===== src/pgstk_pkg.sv =====
package pgstk_pkg;
  localparam int PGSTK_DW = 8;
  localparam int PGSTK_DEPTH = 3;
  localparam logic [7:0] PGSTK_ADDR_TOP = 8'ha7;
  localparam logic [7:0] PGSTK_ADDR_MID = 8'h85;
  localparam logic [7:0] PGSTK_ADDR_BOT = 8'h86;
  localparam logic [7:0] PGSTK_ADDR_CTL = 8'he5;
  localparam int PGSTK_CTL_EN_BIT = 0;
  localparam logic [7:0] PGSTK_RST_ENTRY = 8'h00;
  localparam logic PGSTK_RST_EN = 1'b1;
  localparam logic [7:0] PGSTK_AUTO_PAGE = 8'h00;
endpackage


===== src/pgstk_stack_if.sv =====
`timescale 1ns/100ps
interface pgstk_stack_if;
  logic push;
  logic pop;
  logic [7:0] top;
  logic [7:0] mid;
  logic [7:0] bot;
  modport ctl (output push, output pop, input top, input mid, input bot);
  modport stk (input push, input pop, output top, output mid, output bot);
endinterface


===== src/pgstk_bank.sv =====
`timescale 1ns/100ps
module pgstk_bank
  import pgstk_pkg::*;
(
  input wire logic i_clk,
  input wire logic i_sys_rst,
  input wire logic i_irq_entry,
  input wire logic i_irq_return,
  input wire logic i_reg_wr,
  input wire logic i_reg_rd,
  input wire logic [7:0] i_reg_addr,
  input wire logic [7:0] i_reg_wdata,
  output logic [7:0] o_reg_rdata,
  output logic o_reg_hit,
  output logic [7:0] o_active_page_select,
  output logic o_auto_paging_enable
);
  typedef struct packed {
    logic en;
    logic [7:0] rdata;
    logic hit;
    logic [7:0] page;
  } pgstk_bank_t;
  pgstk_bank_t q, d;
  pgstk_stack_if sif ();
  logic [2:0] wr_sel;
  function automatic logic [3:0] pgstk_dec(input logic [7:0] a);
    pgstk_dec = {a == PGSTK_ADDR_CTL, a == PGSTK_ADDR_BOT, a == PGSTK_ADDR_MID, a == PGSTK_ADDR_TOP};
  endfunction
  logic [3:0] sel;
  always_comb begin
    sel = pgstk_dec(i_reg_addr);
    wr_sel = i_reg_wr ? sel[2:0] : 3'h0;
  end
  assign sif.push = i_irq_entry && q.en;
  assign sif.pop = i_irq_return && q.en && !i_irq_entry;
  pgstk_stack u_stack (
    .i_clk(i_clk),
    .i_sys_rst(i_sys_rst),
    .s(sif.stk),
    .i_wr_sel(wr_sel),
    .i_wr_data(i_reg_wdata)
  );
  always_comb begin
    d = q;
    d.hit = i_reg_rd && (sel != 4'h0);
    d.rdata = 8'h00;
    if (i_reg_wr && sel[3]) begin
      d.en = i_reg_wdata[PGSTK_CTL_EN_BIT];
    end
    if (i_reg_rd) begin
      unique case (1'b1)
        sel[0]: d.rdata = sif.top;
        sel[1]: d.rdata = sif.mid;
        sel[2]: d.rdata = sif.bot;
        sel[3]: d.rdata = {7'h00, q.en};
        default: d.rdata = 8'h00;
      endcase
    end
    d.page = sif.top;
  end
  always_ff @(posedge i_clk or posedge i_sys_rst) begin
    if (i_sys_rst) begin
      q <= '{en: PGSTK_RST_EN, rdata: 8'h00, hit: 1'b0, page: PGSTK_RST_ENTRY};
    end else begin
      q <= d;
    end
  end
  assign o_reg_rdata = q.rdata;
  assign o_reg_hit = q.hit;
  assign o_active_page_select = q.page;
  assign o_auto_paging_enable = q.en;

  no_auto_push_a: assert property (@(posedge i_clk) disable iff (i_sys_rst)
    !q.en && !i_reg_wr |=> $stable(sif.bot))
    else $error("Stack moved while paging disabled");

  read_bot_a: assert property (@(posedge i_clk) disable iff (i_sys_rst)
    i_reg_rd && i_reg_addr == PGSTK_ADDR_BOT |=> o_reg_rdata == $past(sif.bot))
    else $error("Bottom read wrong");

  write_bot_a: assert property (@(posedge i_clk) disable iff (i_sys_rst)
    i_reg_wr && i_reg_addr == PGSTK_ADDR_BOT && !sif.push && !sif.pop |=> sif.bot == $past(i_reg_wdata))
    else $error("Bottom write lost");

  page_zero_a: assert property (@(posedge i_clk) disable iff (i_sys_rst)
    sif.push |=> ##1 o_active_page_select == PGSTK_AUTO_PAGE)
    else $error("No page zero on entry");

  read_top_a: assert property (
    @(posedge i_clk) disable iff (i_sys_rst)
    i_reg_rd && i_reg_addr == PGSTK_ADDR_TOP
    |=> o_reg_rdata == $past(sif.top))
    else $error("Top read wrong");

  read_mid_a: assert property (
    @(posedge i_clk) disable iff (i_sys_rst)
    i_reg_rd && i_reg_addr == PGSTK_ADDR_MID
    |=> o_reg_rdata == $past(sif.mid))
    else $error("Middle read wrong");

  read_ctl_a: assert property (
    @(posedge i_clk) disable iff (i_sys_rst)
    i_reg_rd && i_reg_addr == PGSTK_ADDR_CTL
    |=> o_reg_rdata == {7'h00, $past(o_auto_paging_enable)})
    else $error("Control read wrong");

  mapped_hit_a: assert property (
    @(posedge i_clk) disable iff (i_sys_rst)
    i_reg_rd && (i_reg_addr == PGSTK_ADDR_TOP || i_reg_addr == PGSTK_ADDR_MID || i_reg_addr == PGSTK_ADDR_BOT
      || i_reg_addr == PGSTK_ADDR_CTL) |=> o_reg_hit)
    else $error("Mapped read not answered");

  miss_quiet_a: assert property (
    @(posedge i_clk) disable iff (i_sys_rst)
    i_reg_rd && i_reg_addr != PGSTK_ADDR_TOP && i_reg_addr != PGSTK_ADDR_MID && i_reg_addr != PGSTK_ADDR_BOT
      && i_reg_addr != PGSTK_ADDR_CTL |=> !o_reg_hit && o_reg_rdata == 8'h00)
    else $error("Unmapped read answered");

  idle_read_a: assert property (
    @(posedge i_clk) disable iff (i_sys_rst)
    !i_reg_rd
    |=> !o_reg_hit && o_reg_rdata == 8'h00)
    else $error("Read answer without read");

  read_no_effect_a: assert property (
    @(posedge i_clk) disable iff (i_sys_rst)
    i_reg_rd && !i_reg_wr && !i_irq_entry && !i_irq_return
    |=> $stable(sif.top) && $stable(sif.mid) && $stable(sif.bot))
    else $error("Read changed the stack");

  write_top_a: assert property (
    @(posedge i_clk) disable iff (i_sys_rst)
    i_reg_wr && i_reg_addr == PGSTK_ADDR_TOP && !sif.push && !sif.pop
    |=> sif.top == $past(i_reg_wdata) && $stable(sif.mid) && $stable(sif.bot))
    else $error("Top write touched other bytes");

  write_mid_a: assert property (
    @(posedge i_clk) disable iff (i_sys_rst)
    i_reg_wr && i_reg_addr == PGSTK_ADDR_MID && !sif.push && !sif.pop
    |=> sif.mid == $past(i_reg_wdata) && $stable(sif.top) && $stable(sif.bot))
    else $error("Middle write touched other bytes");

  write_bot_only_a: assert property (
    @(posedge i_clk) disable iff (i_sys_rst)
    i_reg_wr && i_reg_addr == PGSTK_ADDR_BOT && !sif.push && !sif.pop
    |=> $stable(sif.top) && $stable(sif.mid))
    else $error("Bottom write touched other bytes");

  quiet_stack_a: assert property (
    @(posedge i_clk) disable iff (i_sys_rst)
    !i_irq_entry && !i_irq_return && !i_reg_wr
    |=> $stable(sif.top) && $stable(sif.mid) && $stable(sif.bot))
    else $error("Stack moved without cause");

  ctl_set_a: assert property (
    @(posedge i_clk) disable iff (i_sys_rst)
    i_reg_wr && i_reg_addr == PGSTK_ADDR_CTL && i_reg_wdata[PGSTK_CTL_EN_BIT]
    |=> o_auto_paging_enable)
    else $error("Paging enable not set");

  ctl_clear_a: assert property (
    @(posedge i_clk) disable iff (i_sys_rst)
    i_reg_wr && i_reg_addr == PGSTK_ADDR_CTL && !i_reg_wdata[PGSTK_CTL_EN_BIT]
    |=> !o_auto_paging_enable)
    else $error("Paging enable not cleared");

  ctl_hold_a: assert property (
    @(posedge i_clk) disable iff (i_sys_rst)
    !(i_reg_wr && i_reg_addr == PGSTK_ADDR_CTL)
    |=> $stable(o_auto_paging_enable))
    else $error("Paging enable changed alone");

  off_hold_a: assert property (
    @(posedge i_clk) disable iff (i_sys_rst)
    !o_auto_paging_enable && !i_reg_wr
    |=> $stable(sif.top) && $stable(sif.mid))
    else $error("Upper entries moved while disabled");

  page_follow_a: assert property (
    @(posedge i_clk) disable iff (i_sys_rst)
    1'b1
    |=> o_active_page_select == $past(sif.top))
    else $error("Active page does not follow top");

  entry_shift_a: assert property (
    @(posedge i_clk) disable iff (i_sys_rst)
    i_irq_entry && o_auto_paging_enable
    |=> sif.top == PGSTK_AUTO_PAGE && sif.mid == $past(sif.top))
    else $error("Entry did not shift top");

  entry_bot_a: assert property (
    @(posedge i_clk) disable iff (i_sys_rst)
    i_irq_entry && o_auto_paging_enable
    |=> sif.bot == $past(sif.mid))
    else $error("Entry did not overwrite bottom");

  return_top_a: assert property (
    @(posedge i_clk) disable iff (i_sys_rst)
    i_irq_return && !i_irq_entry && o_auto_paging_enable
    |=> sif.top == $past(sif.mid))
    else $error("Return did not restore top");

  return_mid_a: assert property (
    @(posedge i_clk) disable iff (i_sys_rst)
    i_irq_return && !i_irq_entry && o_auto_paging_enable
    |=> sif.mid == $past(sif.bot))
    else $error("Return did not move bottom up");

  return_page_a: assert property (
    @(posedge i_clk) disable iff (i_sys_rst)
    i_irq_return && !i_irq_entry && o_auto_paging_enable
    |=> ##1 o_active_page_select == $past(sif.mid, 2))
    else $error("Return did not restore page");
endmodule


===== src/pgstk_stack.sv =====
`timescale 1ns/100ps
module pgstk_stack
  import pgstk_pkg::*;
(
  input wire logic i_clk,
  input wire logic i_sys_rst,
  pgstk_stack_if.stk s,
  input wire logic [2:0] i_wr_sel,
  input wire logic [7:0] i_wr_data
);
  typedef struct packed {
    logic [7:0] top;
    logic [7:0] mid;
    logic [7:0] bot;
  } pgstk_st_t;
  pgstk_st_t q, d;
  always_comb begin
    d = q;
    if (s.push) begin
      d.top = PGSTK_AUTO_PAGE;
      d.mid = q.top;
      d.bot = q.mid;
    end else if (s.pop) begin
      d.top = q.mid;
      d.mid = q.bot;
    end else begin
      if (i_wr_sel[0]) d.top = i_wr_data;
      if (i_wr_sel[1]) d.mid = i_wr_data;
      if (i_wr_sel[2]) d.bot = i_wr_data;
    end
  end
  always_ff @(posedge i_clk or posedge i_sys_rst) begin
    if (i_sys_rst) begin
      q <= {PGSTK_RST_ENTRY, PGSTK_RST_ENTRY, PGSTK_RST_ENTRY};
    end else begin
      q <= d;
    end
  end
  assign s.top = q.top;
  assign s.mid = q.mid;
  assign s.bot = q.bot;
  push_shift_a: assert property (@(posedge i_clk) disable iff (i_sys_rst)
    s.push |=> (s.bot == $past(s.mid)) && (s.top == PGSTK_AUTO_PAGE))
    else $error("Push did not shift stack");
  pop_shift_a: assert property (@(posedge i_clk) disable iff (i_sys_rst)
    s.pop && !s.push |=> (s.mid == $past(s.bot)) && (s.top == $past(s.mid)))
    else $error("Pop did not shift stack");
endmodule


===== config.mk =====
export PLATFORM = sky130hd
export DESIGN_NAME = pgstk_bank
export DESIGN_NICKNAME = d
export VERILOG_FILES = /design/src/pgstk_pkg.sv /design/src/pgstk_stack_if.sv /design/src/pgstk_bank.sv /design/src/pgstk_stack.sv
export SDC_FILE = /design/constraint.sdc
export NUM_CORES = 1
export LEC_CHECK = 0
export BUFFER_PORTS_ARGS = -buffer_cell sky130_fd_sc_hd__buf_4
export CAP_MARGIN = 30
export CORE_MARGIN = 2
export CORE_UTILIZATION = 29
export CTS_CLUSTER_DIAMETER = 40
export DETAILED_ROUTE_END_ITERATION = 7
export SLEW_MARGIN = 20
export SYNTH_ARGS = -nofsm -noshare
export SYNTH_HDL_FRONTEND = slang
export SYNTH_SLANG_ARGS = --single-unit

===== constraint.sdc =====
create_clock -name i_clk -period 4.4 [get_ports i_clk]
set_input_delay 0.66 -clock i_clk [delete_from_list [all_inputs] [get_ports i_clk]]
set_output_delay 0.66 -clock i_clk [all_outputs]
set_load 0.02 [all_outputs]

==> flow_summary.yaml, run 1 <==
status:
  status: "complete, no violations"
sta:
  drv_slew: 0
  fin_tns_setup_ns: 0
  finalSetupViolCount: 0
  timing.final.crit_share_pct: 50.3
  fin_skew_ns: 0.00597
  fin_ws_ns: 2.19
  rsz0062_at_grt: "false"
  maxSlewHeadroom_pct: 41.5
  worstMarginPinSlew_ns: 0.878
  hold_violations: 0
  fin_crit_ns: 2.21
  max_freq_mhz: 452
detailed_routing:
  drtAntennaViolNets: 0
  avgViaCountPerCell: 4.83
  drc: 0
  first_pass_iters: 4
  drt-initial-drc-count: 113
  wl_um: 4760
  avgRoutedWirePerCell_um: 14.3
  vias: 1605
global_routing:
  grt_max_degree: 43
  use_met2_pct: 19.1
  grt_pass1_vias: 1542
  grt_overflow: 0
  met3_usage_pct: 3.60
  use_met1_pct: 17.9
  grt-busiest-layer: "met2"
  grt_first_pass_wirelength_um: 7820
  antenna_found_initial: 0
  grtUsageTotal_pct: 12.8
finish:
  final_nets: 255
  final_area_um2: 2540
  drive_above_1_share_pct: 25.8
  regArea_um2: 1050
  multiInputGateArea_um2: 962
  areaGrowthSynthToFinish_pct: 21.2
  nFillCells: 733
  diodes: 0
worst_setup_path:
  cp-end-kind: "flop"
  worstPathMaxFanout: 17
  cp.required_ns: 4.55
  cp_top_family: "compound AO/OA/AOI/OAI gates"
  critPathBufInv: 0
  cp_cell_sequence: "nand3b_1, a41oi_2, o21ai_0"
  worst-setup-path-type: "flop to flop"
  worst_path_max_delay_cell: "a41oi_2"
  worst_setup_path_start_kind: "flop"
  critPathArrivalTime_ns: 2.36
  slowest_delay_ns: 0.72
cts:
  clk_pin_slew_ns: 0.08
  cts_resized: 0
  clock_tree.htree_level_count: 2
  postCtsSetupRepairBufs: 0
  cts_root_buffer: "clkbuf_8"
  clockBufferDepth: 2
  numCtsBuffers: 5
  cts_hold_buf: 0
  cts_tree: "built"
  clk_latency_ns: 0.29
  cts.sinks: 42
placement:
  place_ws_ns: 1.93
  dpl_cell_area_um2: 2460
  port_buffers: 39
  routabilityCongestion: 0.791
  dp_hpwl_um: 3450
die:
  ios: 40
  dieArea_um2: 7930
  start_util_pct: 29.4
  core_um2: 7140
  die_h_um: 89.1
  fp.dieW_um: 89.1
  std_cell_rows: 31
synth:
  synth_seq_cells: 42
  synth_ff_type: "dfrtp_1"
  ys_warn_count: 0
  synth_nets: 219
  syn_avg_cell_area_um2: 10.7
  yosys.area.top_type: "dfrtp_1"
  netlist-cell-type-count: 40
  synth_top_area_share_pct: 48.9
  synth_most_common_cell: "dfrtp_1"
  syn_area_um2: 2100
  yosys-top-cells-area: "dfrtp_1 (49%), mux2i_1 (7.6%), nand2_1 (5.0%)"
  synthArstFlopShare_pct: 100
  synth_edf_count: 0
  syn_inst: 197
  ys_top_cells_by_count: "dfrtp_1 (41), nand2_1 (28), mux2i_1 (16)"
  seq_area_frac_synth_pct: 50.1
pwr:
  p_leak_nw: 1.16
  power_density_nw_per_um2: 407
  ir_drop_v: 0.000109
min_path:
  min_path_type: "flop to flop"
job:
  maxCapViolCount: 0
-- where the power goes --
group | leakage, nW | internal, mW | switching (mW)
registers | 0.548 | 0.484 | 0.0921
logic | 0.564 | 0.106 | 0.120
clock network | 0.0438 | 0.106 | 0.125
total | 1.16 | 0.697 | 0.338
-- worst reg2reg max path: stages, from the launching register on --
cell and delay [ns]:
dfstp_2 0.70, nand3b_1 0.46, a41oi_2 0.72, o21ai_0 0.19
-- cell type report --
cell class / instances / share of cell area [%]
well taps: 99 / 4.87
multi-input cells: 138 / 37.8
clock inverters: 2 / 0.394
repair buffers: 41 / 12.1
flip-flops and latches: 42 / 41.4
inverters: 5 / 0.738
clock buffers: 5 / 2.71
-- path summary, 6_finish.rpt --
kind | to | cells after the start | slack [ns] | from
worst max register to register | u_stack.s.bot[5] | 3 | 2.19 | o_auto_paging_enable
max in group asynchronous | o_auto_paging_enable | 3 | 3.53 | i_sys_rst
min in group asynchronous | u_stack.s.mid[7] | 3 | 0.50 | i_sys_rst
worst min register to register | o_active_page_select[3] | 0 | 0.45 | u_stack.s.top[3]
worst max-delay path | u_stack.s.bot[5] | 3 | 2.19 | o_auto_paging_enable
worst min-delay path | o_active_page_select[3] | 0 | 0.45 | u_stack.s.top[3]
-- cell usage in the layout (no fill, tap or decap), drive strengths merged --
cell type	count
a211o	1
mux2	1
o21ai	10
nor4b	1
a22o	8
inv	5
buf	41
a31oi	1
dfstp	1
clkinv	2
o21a	2
nand3b	3
nand2	28
mux2i	16
nor4bb	1
nand4b	1
a21oi	2
and4bb	1
or3b	1
o41a	1
a41oi	1
xnor2	1
o22a	7
and4b	1
dfrtp	41
nor3	2
nand3	1
and2	1
a221oi	1
nand2b	2
nor2	14
a22oi	7
o31ai	15
clkbuf	5
o22ai	7
-- layer usage --
| layer | share of wire [%] | vias to the layer above |
|---|---|---|
| li1 | - | 798 |
| met1 | 47 | 758 |
| met5 | 0 | - |
| met4 | 1.1 | 0 |
| met2 | 47 | 45 |
| met3 | 5.2 | 4 |
-- state kept, by name (all words and copies together), names as in the netlist --
name / count
u_stack.s.bot: 8
u_stack.s.top: 8
o_reg_rdata: 8
o_active_page_select: 8
o_auto_paging_enable: 1
u_stack.s.mid: 8
o_reg_hit: 1
-- logic make-up after synthesis --
family          share of synthesized area, %
compound gates                          23.2
buf+inv                                 3.99
simple gates                            14.1
flops                                   50.1
mux                                     8.17
xor+xnor                               0.417
-- through the flow --
stage | power (mW) | instances | hold WS (ns) | util (%)
floorplan | 0.697 | 197 | 0.386 | -
global placement | 0.806 | 325 | 0.435 | 34.5
detailed placement | 0.809 | 325 | 0.439 | 34.5
CTS | 1.04 | 332 | 0.456 | 35.6
global route | 1.09 | 332 | 0.474 | 35.6
finish | 1.03 | 332 | 0.453 | 35.6
Note: power is estimated with default switching activity, not from simulation.
==> inputs of run 2 (changes only) <==
Clock period 4.4 ns to 2.05 ns, I/O delays scaled along.
==> flow_summary.yaml, run 2 (synthesis gave the netlist of run 1 again) <==
status:
  status: "complete, no violations"
sta:
  finalSetupViolCount: 0
  hold_violations: 0
  fin_ws_ns: 0.430
  fin_crit_ns: 1.62
  drv_slew: 0
  fin_tns_setup_ns: 0
  worstMarginPinSlew_ns: 0.624
  fin_skew_ns: 0.00287
  maxSlewHeadroom_pct: 58.4
  max_freq_mhz: 617
  timing.final.crit_share_pct: 79.0
  rsz0062_at_grt: "false"
die:
  std_cell_rows: 31
  die_h_um: 89.1
  start_util_pct: 29.4
  core_um2: 7140
  ios: 40
  dieArea_um2: 7930
  fp.dieW_um: 89.1
cts:
  cts_root_buffer: "clkbuf_8"
  clock_tree.htree_level_count: 2
  cts_hold_buf: 0
  numCtsBuffers: 5
  cts_tree: "built"
  clk_pin_slew_ns: 0.08
  postCtsSetupRepairBufs: 0
  cts.sinks: 42
  cts_resized: 0
  clk_latency_ns: 0.29
  clockBufferDepth: 2
finish:
  final_common_cell: "buf_4"
  final_nets: 261
  final_area_um2: 2620
  nFillCells: 723
  drive_above_1_share_pct: 27.5
  diodes: 0
  layout_common_cells: "buf_4 (47), dfrtp_1 (41), nand2_1 (28)"
  areaGrowthSynthToFinish_pct: 24.9
worst_setup_path:
  worstPathMaxFanout: 16
  critPathArrivalTime_ns: 1.76
  cp-end-kind: "flop"
  worst-setup-path-type: "flop to flop"
  worst_setup_path_start_kind: "flop"
  cp.required_ns: 2.19
min_path:
  min_path_type: "input port to async pin"
global_routing:
  grtUsageTotal_pct: 13.3
  grt_pass1_vias: 1537
  grt_overflow: 0
  grt_first_pass_wirelength_um: 8100
  antenna_found_initial: 0
  grt_max_degree: 43
pwr:
  power_density_nw_per_um2: 896
  p_leak_nw: 1.19
  ir_drop_v: 0.000296
job:
  maxCapViolCount: 0
detailed_routing:
  first_pass_iters: 4
  avgRoutedWirePerCell_um: 14.3
  vias: 1645
  drt-initial-drc-count: 172
  drtAntennaViolNets: 0
  drc: 0
  wl_um: 4840
  avgViaCountPerCell: 4.85
placement:
  port_buffers: 39
  dp_hpwl_um: 3520
  routabilityCongestion: 0.830
  dpl_cell_area_um2: 2510
  place_ws_ns: 0.309
[run 2: power by group]
group | switching, mW | internal [mW] | total [mW]
Sequential | 0.185 | 1.04 | 1.22
Combinational | 0.257 | 0.232 | 0.489
Clock | 0.271 | 0.363 | 0.634
Total | 0.712 | 1.63 | 2.35
[run 2: cell type report]
| type | instances | area, um^2 | area share (%) |
|---|---|---|---|
| Sequential cell | 42 | 1050 | 40.2 |
| Timing Repair Buffer | 47 | 353 | 13.5 |
| Tap cell | 99 | 124 | 4.73 |
| Inverter | 5 | 18.8 | 0.716 |
| Clock inverter | 2 | 37.5 | 1.43 |
| Clock buffer | 6 | 72.6 | 2.77 |
| Multi-Input combinational cell | 138 | 962 | 36.7 |
[run 2: critical path, stage by stage, from the launching register on]
cell      delay (ns)
dfstp_2         0.60
nand3b_1        0.12
a41oi_2         0.57
o21ai_0         0.20
[run 2: path summary, 6_finish.rpt]
path / endpoint / cells after the start / slack (ns) / from
hold reg to reg: o_active_page_select[3] / 0 / 0.44 / u_stack.s.top[3]
max in group asynchronous: o_auto_paging_enable / 3 / 1.54 / i_sys_rst
min in group i_clk: o_auto_paging_enable / 2 / 0.31 / i_reg_wdata[0]
hold / removal: u_stack.s.top[7] / 3 / 0.14 / i_sys_rst
setup / recovery: u_stack.s.bot[7] / 3 / 0.43 / o_auto_paging_enable
setup reg to reg: u_stack.s.bot[7] / 3 / 0.43 / o_auto_paging_enable
[run 2: per-stage QoR]
step / power [mW] / utilization (%) / instances / hold WS [ns]
6_report: 2.35 / 36.7 / 339 / 0.136
5_1_grt: 2.50 / 36.7 / 339 / 0.200
4_1_cts: 2.37 / 36.7 / 339 / 0.155
3_3_place_gp: 1.72 / 35.2 / 331 / 0.422
3_5_place_dp: 1.73 / 35.2 / 331 / 0.422
2_1_floorplan: 1.50 / - / 197 / 0.386
[run 2: routing by layer]
metal  vias up  GRT usage [%]  share of wire (%)
li1        811              -                  -
met1       780           18.7                 48
met2        52           19.5                 46
met3         2           4.06                5.6
met4         0           4.48               0.62
met5         -              0                  0
